$ cat src/core/iommu_regs_params.svh
// Purpose: offsets, field positions, reset values and response codes
// Assumes: 32-bit AXI4-Lite register window, byte addresses
// Notes: definitions only
`ifndef IOMMU_REGS_PARAMS_SVH
`define IOMMU_REGS_PARAMS_SVH

// ----------------------------------------
// register offsets
// ----------------------------------------
`define FEATURE_ID_FIVE_OFFSET 8'h14
`define IMPLEMENTATION_IDENT_OFFSET 8'h18
`define ARCHITECTURE_REVISION_OFFSET 8'h1c
`define GLOBAL_CONTROL_OFFSET 8'h20
`define CONTROL_ACKNOWLEDGE_OFFSET 8'h24

// ----------------------------------------
// control field positions
// ----------------------------------------
`define WALK_EN_BIT 10
`define VMW_LSB 6
`define VMW_MSB 8
`define ATS_CHECK_BIT 4
`define CMDQ_EN_BIT 3
`define EVENTQ_EN_BIT 2
`define PAGEQ_EN_BIT 1
`define XLATE_EN_BIT 0
`define VMW_MAX_CODE 3'h4
`define CTRL_RESET 11'h000

// ----------------------------------------
// feature word field positions
// ----------------------------------------
`define OAS_MSB 2
`define GRANULE_64K_SUPPORT_BIT 6
`define DS_BIT 7
`define WIDE_DESCRIPTOR_SUPPORT_BIT 8
`define OAS_CODE_52 3'h6
`define OAS_CODE_56 3'h7
`define ARCH_MAJOR_V3 4'h0
`define ARCH_MINOR_MAX 4'h4

// ----------------------------------------
// bus answers
// ----------------------------------------
`define RESP_OKAY 2'h0
`define RESP_DECERR 2'h3

`endif

$ cat src/core/iommu_regs_pkg.sv
// Purpose: types shared by the identification and control register bank
// Assumes: constants live in iommu_regs_params.svh
// Notes: no logic here
package iommu_regs_pkg;
    typedef logic [10:0] ctrl_word_t;

    typedef struct packed {
        logic aw_held;
        logic [7:0] aw_addr;
        logic w_held;
        logic [31:0] w_data;
        logic [3:0] w_strb;
        logic bvalid;
        logic [1:0] bresp;
        logic rvalid;
        logic [31:0] rdata;
        logic [1:0] rresp;
        ctrl_word_t ctrl;
        ctrl_word_t ack;
    } bank_state_t;
endpackage

$ cat src/core/iommu_id_and_control_regs.sv
// Purpose: identification words and global control register over AXI4-Lite
// Assumes: single clock aclk, synchronous active-low aresetn, busy inputs on aclk
// Notes: acknowledge register mirrors control once each change takes effect
// Function
// - 3-bit output width code: 0-5 mean 32..48, 6 means 52, 7 means 56 bits.
// - output width 52 needs 64KB granule, small-granule large address or wide descriptors.
// - output width 56 needs wide descriptor support reported.
// - ident word: product 31:20, variant 19:16, revision 15:12, implementer 11:0.
// - implementer: continuation 11:8, zero bit 7, identity 6:0.
// - revision word: zero 31:8, major 7:4 is zero, minor 3:0 from 0 to 4.
// - bit 10 enables permission-table walks; a change completes into the acknowledge.
// - walk enable acknowledged at 1 allows fetches and suppresses walk-disabled faults.
// - walk enable drops to 0 acknowledged only after outstanding fetches finish.
// - walk enable is read-only while it differs from its acknowledge.
// - bits 8:6 vmid wildcard for invalidations; codes 1-4 ignore 1-4 low bits.
// - reserved wildcard codes behave as exact match.
// - wildcard leaves ordinary translation lookups unchanged.
// - bit 4 selects ats pass-through or check against stream entry.
// - bit 3 enables command queue processing.
// - bit 2 gates event queue writes.
// - bit 1 gates page-request queue writes when implemented, else reads zero.
// - bit 0 is global translation enable; clear means bypass.
// - every implemented control field resets to zero.
// - acknowledge mirrors each control field once its change takes effect.
// - no command fetch while command queue enable is zero.
`timescale 1ns/10ps
`include "iommu_regs_params.svh"

module iommu_id_and_control_regs #(
    parameter logic [2:0] OUT_ADDR_CODE = 3'h5,
    parameter logic GRANULE_64K_SUPPORT = 1'b1,
    parameter logic SMALL_GRAN_LARGE_ADDR = 1'b0,
    parameter logic WIDE_DESC = 1'b0,
    // identity values below are arbitrary
    parameter logic [11:0] PRODUCT_CODE = 12'h123,
    parameter logic [3:0] VARIANT = 4'h0,
    parameter logic [3:0] REVISION = 4'h0,
    parameter logic [3:0] JEP_CONTINUATION = 4'h0,
    parameter logic [6:0] JEP_IDENTITY = 7'h55,
    parameter logic [3:0] ARCH_MINOR = 4'h4,
    parameter logic WALK_IMPL = 1'b1,
    parameter logic VMW_IMPL = 1'b1,
    parameter logic ATS_IMPL = 1'b1,
    parameter logic PAGEQ_IMPL = 1'b1
) (
    input wire logic aclk,
    input wire logic aresetn,
    input wire logic ce,
    input wire logic [7:0] s_axi_awaddr,
    input wire logic s_axi_awvalid,
    output logic s_axi_awready,
    input wire logic [31:0] s_axi_wdata,
    input wire logic [3:0] s_axi_wstrb,
    input wire logic s_axi_wvalid,
    output logic s_axi_wready,
    output logic [1:0] s_axi_bresp,
    output logic s_axi_bvalid,
    input wire logic s_axi_bready,
    input wire logic [7:0] s_axi_araddr,
    input wire logic s_axi_arvalid,
    output logic s_axi_arready,
    output logic [31:0] s_axi_rdata,
    output logic [1:0] s_axi_rresp,
    output logic s_axi_rvalid,
    input wire logic s_axi_rready,
    input wire logic perm_fetch_busy,
    input wire logic cmd_fetch_busy,
    input wire logic event_write_busy,
    input wire logic page_req_write_busy,
    output logic perm_fetch_enable,
    output logic walk_disabled_fault_off,
    output logic [2:0] vmid_inval_ignore_bits,
    output logic ats_check_mode,
    output logic cmd_queue_enable,
    output logic event_queue_enable,
    output logic page_req_queue_enable,
    output logic translate_enable
);

    // ----------------------------------------
    // constant words
    // ----------------------------------------
    logic [31:0] feature_id_five;
    logic [31:0] implementation_ident;
    logic [31:0] architecture_revision;
    iommu_regs_pkg::ctrl_word_t impl_mask;

    always_comb begin
        feature_id_five = 32'h0;
        feature_id_five[`OAS_MSB:0] = OUT_ADDR_CODE;
        feature_id_five[`GRANULE_64K_SUPPORT_BIT] = GRANULE_64K_SUPPORT;
        feature_id_five[`DS_BIT] = SMALL_GRAN_LARGE_ADDR;
        feature_id_five[`WIDE_DESCRIPTOR_SUPPORT_BIT] = WIDE_DESC;
    end

    // implementer code keeps bit 7 at zero
    assign implementation_ident = {PRODUCT_CODE, VARIANT, REVISION,
        JEP_CONTINUATION, 1'b0, JEP_IDENTITY};
    assign architecture_revision = {24'h0, `ARCH_MAJOR_V3, ARCH_MINOR};

    always_comb begin
        impl_mask = 11'h0;
        impl_mask[`WALK_EN_BIT] = WALK_IMPL;
        impl_mask[`VMW_MSB:`VMW_LSB] = {3{VMW_IMPL}};
        impl_mask[`ATS_CHECK_BIT] = ATS_IMPL;
        impl_mask[`CMDQ_EN_BIT] = 1'b1;
        impl_mask[`EVENTQ_EN_BIT] = 1'b1;
        impl_mask[`PAGEQ_EN_BIT] = PAGEQ_IMPL;
        impl_mask[`XLATE_EN_BIT] = 1'b1;
    end

    // ----------------------------------------
    // state
    // ----------------------------------------
    iommu_regs_pkg::bank_state_t st;
    iommu_regs_pkg::bank_state_t next_st;
    iommu_regs_pkg::ctrl_word_t drain_busy;
    iommu_regs_pkg::ctrl_word_t next_ack;
    logic do_write;
    logic do_read;
    logic [31:0] wr_mask;
    logic [31:0] merged;
    logic [31:0] read_word;
    logic read_hit;

    always_comb begin
        drain_busy = 11'h0;
        drain_busy[`WALK_EN_BIT] = perm_fetch_busy;
        drain_busy[`CMDQ_EN_BIT] = cmd_fetch_busy;
        drain_busy[`EVENTQ_EN_BIT] = event_write_busy;
        drain_busy[`PAGEQ_EN_BIT] = page_req_write_busy;
    end

    // ----------------------------------------
    // acknowledge update per field
    // ----------------------------------------
    // a field falling to 0 is held until its engine drains, so the
    // acknowledge never claims a stop that has not happened yet
    genvar gi;
    generate
        for (gi = 0; gi < 11; gi++) begin : g_ack
            always_comb begin
                if (!st.ctrl[gi] && st.ack[gi] && drain_busy[gi]) begin
                    next_ack[gi] = st.ack[gi];
                end else begin
                    next_ack[gi] = st.ctrl[gi];
                end
            end
        end
    endgenerate

    // ----------------------------------------
    // bus handshakes
    // ----------------------------------------
    // readies drop while frozen; bready and rready must wait for ce as well
    assign s_axi_awready = ce && !st.aw_held && !st.bvalid;
    assign s_axi_wready = ce && !st.w_held && !st.bvalid;
    assign s_axi_arready = ce && !st.rvalid;
    assign s_axi_bvalid = st.bvalid;
    assign s_axi_bresp = st.bresp;
    assign s_axi_rvalid = st.rvalid;
    assign s_axi_rdata = st.rdata;
    assign s_axi_rresp = st.rresp;
    assign do_write = st.aw_held && st.w_held && !st.bvalid;
    assign do_read = s_axi_arvalid && !st.rvalid;

    always_comb begin
        wr_mask = {{8{st.w_strb[3]}}, {8{st.w_strb[2]}},
            {8{st.w_strb[1]}}, {8{st.w_strb[0]}}};
        merged = ({21'h0, st.ctrl} & ~wr_mask) | (st.w_data & wr_mask);
    end

    always_comb begin
        read_hit = 1'b1;
        unique case (s_axi_araddr)
            `FEATURE_ID_FIVE_OFFSET: read_word = feature_id_five;
            `IMPLEMENTATION_IDENT_OFFSET: read_word = implementation_ident;
            `ARCHITECTURE_REVISION_OFFSET: read_word = architecture_revision;
            `GLOBAL_CONTROL_OFFSET: read_word = {21'h0, st.ctrl};
            `CONTROL_ACKNOWLEDGE_OFFSET: read_word = {21'h0, st.ack};
            default: begin
                read_word = 32'h0;
                read_hit = 1'b0;
            end
        endcase
    end

    // ----------------------------------------
    // next state
    // ----------------------------------------
    always_comb begin
        next_st = st;
        next_st.ack = next_ack & impl_mask;
        if (s_axi_awvalid && s_axi_awready) begin
            next_st.aw_held = 1'b1;
            next_st.aw_addr = s_axi_awaddr;
        end
        if (s_axi_wvalid && s_axi_wready) begin
            next_st.w_held = 1'b1;
            next_st.w_data = s_axi_wdata;
            next_st.w_strb = s_axi_wstrb;
        end
        if (do_write) begin
            next_st.aw_held = 1'b0;
            next_st.w_held = 1'b0;
            next_st.bvalid = 1'b1;
            next_st.bresp = `RESP_OKAY;
            unique case (st.aw_addr)
                `GLOBAL_CONTROL_OFFSET: begin
                    next_st.ctrl = merged[10:0] & impl_mask;
                    if (st.ctrl[`WALK_EN_BIT] != st.ack[`WALK_EN_BIT]) begin
                        next_st.ctrl[`WALK_EN_BIT] = st.ctrl[`WALK_EN_BIT];
                    end
                end
                // identification words and acknowledge are read-only
                `FEATURE_ID_FIVE_OFFSET, `IMPLEMENTATION_IDENT_OFFSET,
                `ARCHITECTURE_REVISION_OFFSET, `CONTROL_ACKNOWLEDGE_OFFSET: begin
                    next_st.bresp = `RESP_OKAY;
                end
                default: next_st.bresp = `RESP_DECERR;
            endcase
        end
        if (st.bvalid && s_axi_bready) begin
            next_st.bvalid = 1'b0;
        end
        if (st.rvalid && s_axi_rready) begin
            next_st.rvalid = 1'b0;
        end
        if (do_read) begin
            next_st.rvalid = 1'b1;
            next_st.rdata = read_word;
            next_st.rresp = read_hit ? `RESP_OKAY : `RESP_DECERR;
        end
    end

    always_ff @(posedge aclk) begin
        if (!aresetn) begin
            st <= '0;
            st.ctrl <= `CTRL_RESET;
            st.ack <= `CTRL_RESET;
        end else if (ce) begin
            st <= next_st;
        end
    end

    // ----------------------------------------
    // effective controls
    // ----------------------------------------
    // new fetches stop on the write itself; acknowledge follows the drain
    assign perm_fetch_enable = st.ctrl[`WALK_EN_BIT] & st.ack[`WALK_EN_BIT];
    assign walk_disabled_fault_off = st.ack[`WALK_EN_BIT];
    assign cmd_queue_enable = st.ctrl[`CMDQ_EN_BIT] & st.ack[`CMDQ_EN_BIT];
    assign event_queue_enable = st.ctrl[`EVENTQ_EN_BIT] & st.ack[`EVENTQ_EN_BIT];
    // page-request writes also depend on translation being on
    assign page_req_queue_enable = st.ctrl[`PAGEQ_EN_BIT] & st.ack[`PAGEQ_EN_BIT]
        & st.ack[`XLATE_EN_BIT];
    assign translate_enable = st.ack[`XLATE_EN_BIT];
    assign ats_check_mode = st.ack[`ATS_CHECK_BIT];

    // invalidation only; lookups never see this output
    always_comb begin
        if (st.ack[`VMW_MSB:`VMW_LSB] <= `VMW_MAX_CODE) begin
            vmid_inval_ignore_bits = st.ack[`VMW_MSB:`VMW_LSB];
        end else begin
            vmid_inval_ignore_bits = 3'h0;
        end
    end
endmodule

$ cat config.mk
export PLATFORM = sky130hd
export DESIGN_NAME = iommu_id_and_control_regs
export DESIGN_NICKNAME = d
export VERILOG_FILES = /design/src/core/iommu_regs_pkg.sv /design/src/core/iommu_id_and_control_regs.sv
export VERILOG_INCLUDE_DIRS = /design/src /design/src/core
export SDC_FILE = /design/constraint.sdc
export NUM_CORES = 1
export LEC_CHECK = 0
export ABC_AREA = 1
export BUFFER_PORTS_ARGS = -buffer_cell sky130_fd_sc_hd__buf_2
export CORE_MARGIN = 4
export CORE_UTILIZATION = 51
export DETAILED_ROUTE_END_ITERATION = 8
export PLACE_DENSITY = 0.94
export SLEW_MARGIN = 20
export SYNTH_ARGS = -nofsm -noshare
export SYNTH_HDL_FRONTEND = slang
export SYNTH_SLANG_ARGS = --single-unit
$ cat constraint.sdc
create_clock -name aclk -period 2.39 [get_ports aclk]
set_input_delay 0.478 -clock aclk [delete_from_list [all_inputs] [get_ports aclk]]
set_output_delay 0.478 -clock aclk [all_outputs]
set_load 0.05 [all_outputs]
Yosys cells after proc, flatten, opt, wreduce, memory -nomap -nowiden. Index checks and enable logic that the tools add are counted.

Register bits after elaboration: 102. Memories kept: 0. Memory bits (read-only): 0. Latch bits: 0. Word-level logic and storage cells: 104. RAM bits: 0. Bits of input ports: 64. Output and inout bits: 51.

Add/subtract/negate cells: 0. $lt $le $gt $ge: 1. Muxes and demuxes: 13. Divide/modulo/power cells: 0. Multipliers: 0. Bitwise operators: 14. Shift-type cells: 0. Eq/ne operators: 11. Reduce and logical (&&, ||, !) cells: 48.

Operator list (number): 29-bit case mux with 5 select lines (1); 8-bit by 5-bit equality test with 1-bit output (second input constant) (6); 37-bit 2-to-1 mux (1); 35-bit 2-to-1 mux (1); 8-bit by 6-bit equality test with 1-bit output (second input constant) (4); 2-bit AND reduction (12); 11-bit bitwise AND (2); 1-bit logical AND (20); 11-bit inverter (1); 11-bit bitwise OR (1); 5-bit OR reduction (2); 9-bit 2-to-1 mux (1); 1-bit logical NOT (8); 2-bit nonzero test (4); 3-bit 2-to-1 mux (2); 1-bit bitwise AND (5); 1-bit 2-to-1 mux (5); 1-bit inverter (5); 2-bit 2-to-1 mux (2); 4-bit AND reduction (1); 3-bit less-or-equal comparator (second input constant) (1); 3-bit AND reduction (1); 1-bit != test (1).

Logic depth before layout (Yosys ltp). Gate-level depths: netlist (run 1).

Depth in word-level cells: 6. Gate-level depth with buffers: 9. Depth with buffers taken out: 8.

Worst setup path after synthesis (run 1). No wires, ideal clock.

Path kind: register -> output. Start: reg st[8] (netlist name). End: out vmid_inval_ignore_bits[2]. Data arrival time: 1.436 ns. Required time: 1.912 ns. Stages on the path, launching flop included: 3. Buffers on the path: 0. Slack: 0.476 ns. Path through: dfxtp_1 > inv_1 > nor3_1.

Word-level cells in the longest chain between the ends: 2.

RTL lines: from (decl) (RTL line iommu_id_and_control_regs.sv:115) `iommu_regs_pkg::bank_state_t st;`; from (signal assigned) (RTL line iommu_id_and_control_regs.sv:242) `st <= next_st;`; 3-bit less-or-equal comparator (no source line); 3-bit 2-to-1 mux (*) (RTL line iommu_id_and_control_regs.sv:262) `` if (st.ack[`VMW_MSB:`VMW_LSB] <= `VMW_MAX_CODE) begin ``; to (decl) (RTL line iommu_id_and_control_regs.sv:72) `output logic [2:0] vmid_inval_ignore_bits,`.

Every way passes the cells marked *; elsewhere a longest branch is shown, timed or not.

Worst setup path in the final report (run 1).
Start: in ce. End: out s_axi_awready.

Word-level cells in the longest chain between the ends: 2.

RTL lines: from (decl) (RTL line iommu_id_and_control_regs.sv:48) `input wire logic ce,`; 1-bit logical AND (2 in series) (RTL line iommu_id_and_control_regs.sv:156) `assign s_axi_awready = ce && !st.aw_held && !st.bvalid;`; to (decl) (RTL line iommu_id_and_control_regs.sv:51) `output logic s_axi_awready,`.

Every way passes these cells.

==> results of run 1 <==
==> cell type report <==
class	count	area [sq um]	share of cell area (%)
clock buffer	7	86.3	3.01
multi-input combinational	252	1140	39.6
timing repair buffer	71	358	12.5
tap	67	83.8	2.92
sequential	53	1060	37.0
inverter	29	111	3.88
clock inverter	1	30.0	1.05
==> worst register-to-register path: stages, from the launching register on <==
cell     delay, ps
dfxtp_1        320
nor2_1         150
nand2_1         90
nor3_2         310
nand3_2        290
nor2_1         190
nor2_1          70
==> logic make-up after synthesis <==
| group | share of synthesized area, % |
|---|---|
| compound gates | 12.7 |
| other cells | 0.145 |
| simple gates | 27.5 |
| fa+ha+maj | 0.966 |
| buf+inv | 17.8 |
| flops | 41.0 |
==> through the flow <==
step | instance area (sq um) | hold slack [ps] | util [%] | total power (W) | setup slack (ps)
after floorplan | 2660 | 429 | - | 0.00121 | 476
after global placement | 2750 | 443 | 57.1 | 0.00124 | 456
after detailed placement | 2750 | 446 | 57.1 | 0.00125 | 414
after CTS | 2870 | 408 | 59.5 | 0.00185 | 417
after global routing | 2870 | 429 | 59.5 | 0.00192 | 348
final | 2870 | 406 | 59.5 | 0.00184 | 416
==> power groups by stage <==
| stage | Sequential, W | Combinational [W] | Clock, W |
|---|---|---|---|
| after floorplan | 0.000970 | 0.000238 | 0 |
| after global routing | 0.000945 | 0.000316 | 0.000661 |
| after detailed placement | 0.000960 | 0.000286 | 0 |
| final | 0.000940 | 0.000287 | 0.000615 |
| after global placement | 0.000959 | 0.000277 | 0 |
| after CTS | 0.000940 | 0.000287 | 0.000624 |
==> path summary, 6_finish.rpt <==
check | from | endpoint | slack [ps] | cells past startpoint
worst max-delay path | ce | s_axi_awready | 420 | 6
worst max register to register | st[104]$_SDFFE_PN0P_ | flop | 880 | 6
worst min-delay path | s_axi_awaddr[6] | st[103]$_SDFFE_PN0P_ | 410 | 3
worst min register to register | st[99]$_SDFFE_PN0P_ | st[99]$_SDFFE_PN0P_ | 460 | 2
==> cell usage in the layout, fill, tap and decap left out, drive strengths merged <==
master and n:
a21oi 30, and2 2, buf 71, bufinv 1, clkbuf 7, clkinv 1
conb 19, dfxtp 53, ha 2, inv 28, nand2 76, nand3 15
nand3b 1, nand4 4, nor2 66, nor3 2, o21a 1, o21ai 34
==> per-layer routing <==
metal | vias to the layer above | part of all wire (%) | track usage, % | routed length (microns)
li1 | 1192 | - | - | -
met5 | - | 0 | 0 | 0
met4 | 0 | 0.49 | 5.15 | 27
met1 | 1032 | 43 | 22.7 | 2360
met3 | 4 | 7.7 | 4.65 | 426
met2 | 90 | 49 | 31.0 | 2730
==> qor.txt, run 1 <==
DR vias/cell - 4.83
CP top delay family - buffers and inverters
Slew Viols, Final - 0
TritonCTS Buffers - 5
Initial antenna violation count - 0
Synth cell types - 28
ANT cells - 0
Die area - 6280 sq um
Unrepaired setup endpoints after global routing - false
Yosys warning total - 0
GRT overflow - 0
Die X - 79.3 microns
H-tree depth - 2
Final Skew - 2.86 ps
Avg Cell Area, Syn - 7.08 sq um
Slew margin rel. - 66.2%
Status - completed
Starting DRC count in detailed routing - 205
# Post-CTS Setup Buffers - 0
CP max-delay cell - buf_2
CTS clk-pin slew, worst paths - 90 ps
PortBufs - 70
Share of layout cells above drive strength 1 - 21.5%
Final worst path period need - 1970 ps
Min-delay worst type - in2reg
CTS max path bufs - 2
Synth cell count leaders - nand2_1, nor2_1, dfxtp_1
Largest net degree at the start of global routing - 35
Worst-Margin Slew - 504 ps
Switching power - 0.000515 W
Fmax - 0.507 GHz
Cell Area, Synth - 2590 sq um
HPWL after detailed placement - 4210 microns
First-pass DRT Iterations - 4
Gpl congestion - 0.810
Internal - 0.00133 W
Final setup violation count - 0
Rows - 25
Fillcell total - 458
Hold-fix buffers, CTS - 0
Req. time, crit path - 1910 ps
Sequential cell area fraction in the yosys report - 41.0%
Number of enable flip-flop cells after synthesis - 0
Number of max-cap violations - 0
Post-route ant nets - 0
Critical Path AT - 1500 ps
Post-Synthesis Cells - 366
Final Hold Fails - 0
Sw frac - 28.0%
WP buf/inv - 4
Crit-path max FO - 16
Crit path launch type - input port
Wire per inst - 11.5 microns
Drt total wl - 5540 microns
Layout area overhead - 10.7%
Final nets - 478
Synth top area share - 41.0%
Initial Util - 53.8%
Asr flop ratio synth - 0%
Cell mode on critical path - buf_2
Delay of the slowest critical-path stage - 290 ps
Fin crit share - 82.6%
Seq pwr share - 51.0%
Routed vias - 2318
Vias in the first global route - 2126
Dpl cells - 472
Yosys reg bits - 53
Clk sinks - 53
Peak supply drop - 351 uV
Placeable Area - 4820 sq um
Most frequent cell after synthesis - nand2_1
Dominant cells by area after synthesis - dfxtp_1, buf_4, nand2_1
CP Capture Type - output pin
CTS tree - done
DRC Markers - 0
Setup TNS - 0 ps
CP Class - in2out
Die H - 79.3 microns
Worst-Skew Late Latency - 300 ps
Pwr Density - 643 nW/um^2
Clock share of power - 33.4%
Logic gate share of total power - 15.6%
Synth Flop Type - dfxtp_1
Lkg Pwr - 1.43 nW
Final cell count without fillers - 480
Synth area leader - dfxtp_1
Resized cells post-CTS - 0
Root Buffer - clkbuf_8
First-pass GRT wire length - 9270 microns
I/O pins - 115
GRT Total Usage - 18.2%
Crit path cell chain - buf_2 -> inv_2 -> nor2_4 -> inv_4 -> nor2_2 -> buf_2
(Power assumes the default switching activity.)
==> run 2: changes to the inputs <==
--- a/config.mk
+++ b/config.mk
@@ -6,12 +6,12 @@
 export SDC_FILE = /design/constraint.sdc
 export NUM_CORES = 1
 export LEC_CHECK = 0
-export ABC_AREA = 1
+export ABC_AREA = 0
 export BUFFER_PORTS_ARGS = -buffer_cell sky130_fd_sc_hd__buf_2
 export CORE_MARGIN = 4
-export CORE_UTILIZATION = 51
+export CORE_UTILIZATION = 42
 export DETAILED_ROUTE_END_ITERATION = 8
-export PLACE_DENSITY = 0.94
+export PLACE_DENSITY = 0.85
 export SLEW_MARGIN = 20
 export SYNTH_ARGS = -nofsm -noshare
 export SYNTH_HDL_FRONTEND = slang
==> constraint.sdc (replaced) <==
create_clock -name aclk -period 1.8 [get_ports aclk]
set_input_delay 0.36 -clock aclk [delete_from_list [all_inputs] [get_ports aclk]]
set_output_delay 0.36 -clock aclk [all_outputs]
set_load 0.05 [all_outputs]
==> qor.txt, run 2 <==
Status - completed
Met3 GRT Util - 4.37%
Final cell count without fillers - 424
I/O pins - 115
PortBufs - 70
Grt met2 use - 26.6%
CP Capture Type - flop
Leading cell types in the layout, fill and taps excluded - buf_2, nand2_1, dfxtp_1
Number of enable flip-flop cells after synthesis - 0
Routed vias - 2094
Min-delay worst type - in2reg
Initial antenna violation count - 0
Req. time, crit path - 2000 ps
Clock share of power - 34.7%
Die H - 85.0 microns
Die area - 7220 sq um
Synth Flop Type - dfxtp_1
Vias in the first global route - 2010
Fillcell total - 547
Peak supply drop - 564 uV
Synth top area share - 42.6%
Synth cell types - 37
Post-Synthesis Cells - 295
Dpl cells - 416
Drt total wl - 5490 microns
Final setup violation count - 0
Sw frac - 26.6%
Setup TNS - 0 ps
Footprint of the multi-input gates - 1170 sq um
Gpl congestion - 0.853
Wire per inst - 12.9 microns
Final core utilization - 51.5%
Fin crit share - 95.3%
Most frequent cell after synthesis - nand2_1
Logic gate share of total power - 14.2%
Number of max-cap violations - 0
Dominant cells by area after synthesis - dfxtp_1, buf_4, nand2_1
CP Class - reg2reg
Clk sinks - 53
Share of layout cells above drive strength 1 - 27.3%
Avg Cell Area, Syn - 8.44 sq um
Cell Area, Synth - 2490 sq um
CTS clk-pin slew, worst paths - 90 ps
DR vias/cell - 4.94
Slew Viols, Final - 0
Synth cell count leaders - nand2_1, dfxtp_1, buf_4
Sequential cell area fraction in the yosys report - 42.6%
H-tree depth - 2
Layout area overhead - 16.8%
Rows - 27
Crit-path max FO - 7
Die X - 85.0 microns
Final Skew - 5.26 ps
GRT Total Usage - 15.3%
GRT Max-Usage Layer - met2
Pwr Density - 821 nW/um^2
GRT overflow - 0
Final Hold Fails - 0
Placeable Area - 5640 sq um
First-pass DRT Iterations - 4
Grt met1 use - 17.6%
Yosys reg bits - 53
Unrepaired setup endpoints after global routing - false
Crit path launch type - flop
Initial Util - 44.1%
Starting DRC count in detailed routing - 50
Critical Path AT - 1910 ps
First-pass GRT wire length - 9010 microns
Lkg Pwr - 1.27 nW
Worst-Skew Late Latency - 310 ps
HPWL after detailed placement - 4260 microns
Synth area leader - dfxtp_1
Reg area - 1060 sq um
TritonCTS Buffers - 5
CTS max path bufs - 2
Final Total Pwr - 0.00239 W
Yosys warning total - 0
Internal - 0.00175 W
Largest net degree at the start of global routing - 35
Final nets - 417
ANT cells - 0
Final worst path period need - 1720 ps
Seq pwr share - 51.1%
Switching power - 0.000635 W
Hold-fix buffers, CTS - 0
Fmax - 0.583 GHz
Commonest non-fill, non-tap cell in the layout - buf_2
Root Buffer - clkbuf_8
Asr flop ratio synth - 0%
Post-route ant nets - 0
DRC Markers - 0
CTS tree - done
-- run 2: through the flow --
step / worst slack (ps) / hold WS [ps] / instance area (sq um)
after global placement: 104 / 436 / 2790
after CTS: 56.9 / 279 / 2900
after floorplan: 1.77 / 429 / 2590
after detailed placement: 83.9 / 441 / 2790
after global routing: 2.65 / 285 / 2910
final: 84.5 / 284 / 2910
-- run 2: routing by layer --
layer	wire length (microns)	vias to the layer above
li1	-	1059
met1	2290	946
met2	2720	76
met3	370	13
met4	105	0
met5	0	-
-- run 2: area by class of cell --
class | count | area share (%)
clock inverters | 1 | 1.03
repair buffers | 78 | 14.7
well taps | 72 | 3.10
flip-flops and latches | 53 | 36.5
inverters | 7 | 1.38
multi-input cells | 206 | 40.3
clock buffers | 7 | 2.97
-- run 2: critical path, stage by stage, from the launching register on --
cell and delay (ps):
dfxtp_1 330, or4_4 570, nor4_4 280, buf_6 180, mux2i_1 200, nor2_1 60
-- run 2: worst paths after layout --
path | start | to | slack (ps) | cells past startpoint
max | st[98]$_SDFFE_PN0P_ | flop | 80 | 5
min | s_axi_awaddr[6] | st[103]$_SDFFE_PN0P_ | 280 | 3
max reg2reg | st[98]$_SDFFE_PN0P_ | flop | 80 | 5
min reg2reg | s_axi_rdata[7]$_SDFFE_PN0P_ | s_axi_rdata[7]$_SDFFE_PN0P_ | 450 | 2
-- run 2: logic make-up after synthesis --
kind of cell | share of synthesized area, %
and+or+nand+nor | 21.8
muxes | 8.04
AOI/OAI and AO/OA | 12.3
DFF | 42.6
buffers and inverters | 14.1
other | 0.151
adders and majority gates | 1.00
-- run 2: repair_timing --
action / CTS / global route
setup endpoints to repair: 0 / 6
buffers inserted: 0 / 0
gates resized for setup: 0 / 1
-- run 2: power by group through the flow --
stage | Sequential, W | Combinational (W) | Clock [W]
2_1_floorplan | 0.00125 | 0.000283 | 0
3_3_place_gp | 0.00125 | 0.000332 | 0
3_5_place_dp | 0.00125 | 0.000337 | 0
4_1_cts | 0.00122 | 0.000338 | 0.000844
5_1_grt | 0.00122 | 0.000366 | 0.000887
6_report | 0.00122 | 0.000339 | 0.000827
==> run 3: changes to the inputs <==
--- a/config.mk
+++ b/config.mk
@@ -8,9 +8,12 @@
 export LEC_CHECK = 0
 export ABC_AREA = 0
 export BUFFER_PORTS_ARGS = -buffer_cell sky130_fd_sc_hd__buf_2
+export CELL_PAD_IN_SITES_DETAIL_PLACEMENT = 1
+export CELL_PAD_IN_SITES_GLOBAL_PLACEMENT = 1
 export CORE_MARGIN = 4
-export CORE_UTILIZATION = 42
+export CORE_UTILIZATION = 30
 export DETAILED_ROUTE_END_ITERATION = 8
+export MAX_ROUTING_LAYER = met4
 export PLACE_DENSITY = 0.85
 export SLEW_MARGIN = 20
 export SYNTH_ARGS = -nofsm -noshare
==> qor.txt, run 3 (synthesis gave the netlist of run 2 again) <==
Clk sinks - 53
Fin crit share - 96.7%
CP top delay family - simple AND/OR/NAND/NOR gates
Drt total wl - 6330 microns
Instance count on the critical path - 5
Worst reg-to-reg setup slack - 60 ps
Pre-CTS setup slack - 25.8 ps
PortBufs - 70
Sw frac - 27.7%
Die area - 9820 sq um
GRT overflow - 0
DRC Markers - 0
Number of max-cap violations - 0
CTS tree - done
Fillcell total - 988
Unrepaired setup endpoints after global routing - false
CTS clk-pin slew, worst paths - 100 ps
Footprint of the multi-input gates - 1170 sq um
Lkg Pwr - 1.29 nW
Largest net degree at the start of global routing - 28
Delay of the slowest critical-path stage - 570 ps
GRT Total Usage - 13.4%
Post-route ant nets - 0
Die H - 99.1 microns
Reg2Reg Depth - 5
Seq pwr share - 51.2%
Setup TNS - 0 ps
Setup WS post-layout - 58.9 ps
Req. time, crit path - 2000 ps
Share of layout cells above drive strength 1 - 28.0%
Fmax - 0.574 GHz
Final Hold Fails - 0
First-pass DRT Iterations - 4
Placeable Area - 7890 sq um
CP Capture Type - flop
Initial antenna violation count - 0
Reg area - 1060 sq um
DR vias/cell - 4.50
Initial Util - 31.6%
Slew Viols, Final - 0
CTS max path bufs - 2
Die X - 99.1 microns
Starting DRC count in detailed routing - 48
Worst Hold Depth - 3
I/O pins - 115
Clock share of power - 34.0%
ANT cells - 0
Layout area overhead - 19.2%
Final nets - 419
Vias in the first global route - 2192
Rows - 32
Crit path cell chain - or4_4 -> nor4_4 -> buf_6 -> mux2i_1 -> nor2_1
TritonCTS Buffers - 5
Logic gate share of total power - 14.7%
Leading cell types in the layout, fill and taps excluded - buf_2, nand2_1, dfxtp_1
First-pass GRT wire length - 10400 microns
WP buf/inv - 1
Root Buffer - clkbuf_8
Final setup violation count - 0
Critical Path AT - 1940 ps
CP max-delay cell - or4_4
H-tree depth - 2
CP Class - reg2reg
Min-delay worst type - in2reg
Routed vias - 2053
HPWL after detailed placement - 5080 microns
Wire per inst - 13.9 microns
Internal - 0.00172 W
Commonest non-fill, non-tap cell in the layout - buf_2
Worst-Skew Late Latency - 300 ps
Final Skew - 7.04 ps
Switching power - 0.000660 W
Peak supply drop - 283 uV
Crit path launch type - flop
Status - completed
Gpl congestion - 0.823
Pwr Density - 802 nW/um^2
Crit-path max FO - 7
Final worst path period need - 1740 ps
-- run 3: power groups by stage --
stage	combinational, W	sequential (W)	clock, W
2_1_floorplan	0.000283	0.00125	0
3_3_place_gp	0.000346	0.00125	0
3_5_place_dp	0.000354	0.00125	0
4_1_cts	0.000355	0.00122	0.000838
5_1_grt	0.000384	0.00123	0.000882
6_report	0.000351	0.00122	0.000810
-- run 3: what timing repair did --
item	4_1_cts	5_1_grt
setup buffers	0	0
resized for setup	0	1
setup endpoints to repair	0	3
hold buffers	0	0
hold endpoints to repair	0	0
-- run 3: per-layer routing --
layer | wire length (microns) | track usage (%) | vias to the layer above
met3 | 336 | 3.02 | 6
met2 | 3120 | 23.3 | 55
met1 | 2820 | 15.7 | 939
met4 | 56 | 2.84 | 0
li1 | - | - | 1053
met5 | 0 | - | -
-- run 3: through the flow --
stage	instances	area [sq um]	util, %	hold slack [ps]	power (W)
final	456	2970	37.6	288	0.00238
after global routing	456	2970	37.6	284	0.00249
after CTS	456	2970	37.6	282	0.00241
after detailed placement	448	2850	36.2	448	0.00160
after global placement	448	2850	36.2	437	0.00159
after floorplan	313	2590	-	429	0.00153
-- run 3: final timing paths --
path / from / endpoint
min: s_axi_wdata[3] / st[67]$_SDFFE_PN0P_
max reg2reg: st[98]$_SDFFE_PN0P_ / flop
max: st[98]$_SDFFE_PN0P_ / flop
min reg2reg: s_axi_rdata[7]$_SDFFE_PN0P_ / s_axi_rdata[7]$_SDFFE_PN0P_
-- run 3: final cells by class --
cell class	count	area share (%)
Timing Repair Buffer	80	15.3
Clock inverter	3	1.47
Tap cell	102	4.30
Multi-Input combinational cell	206	39.5
Clock buffer	5	2.32
Inverter	7	1.35
Sequential cell	53	35.8
-- run 3: worst reg2reg max path, delay by kind of cell, from the launching register on --
family,cells,cell delay [ps]
buf+inv,1,180
flops,1,320
mux,1,230
simple gates,3,910
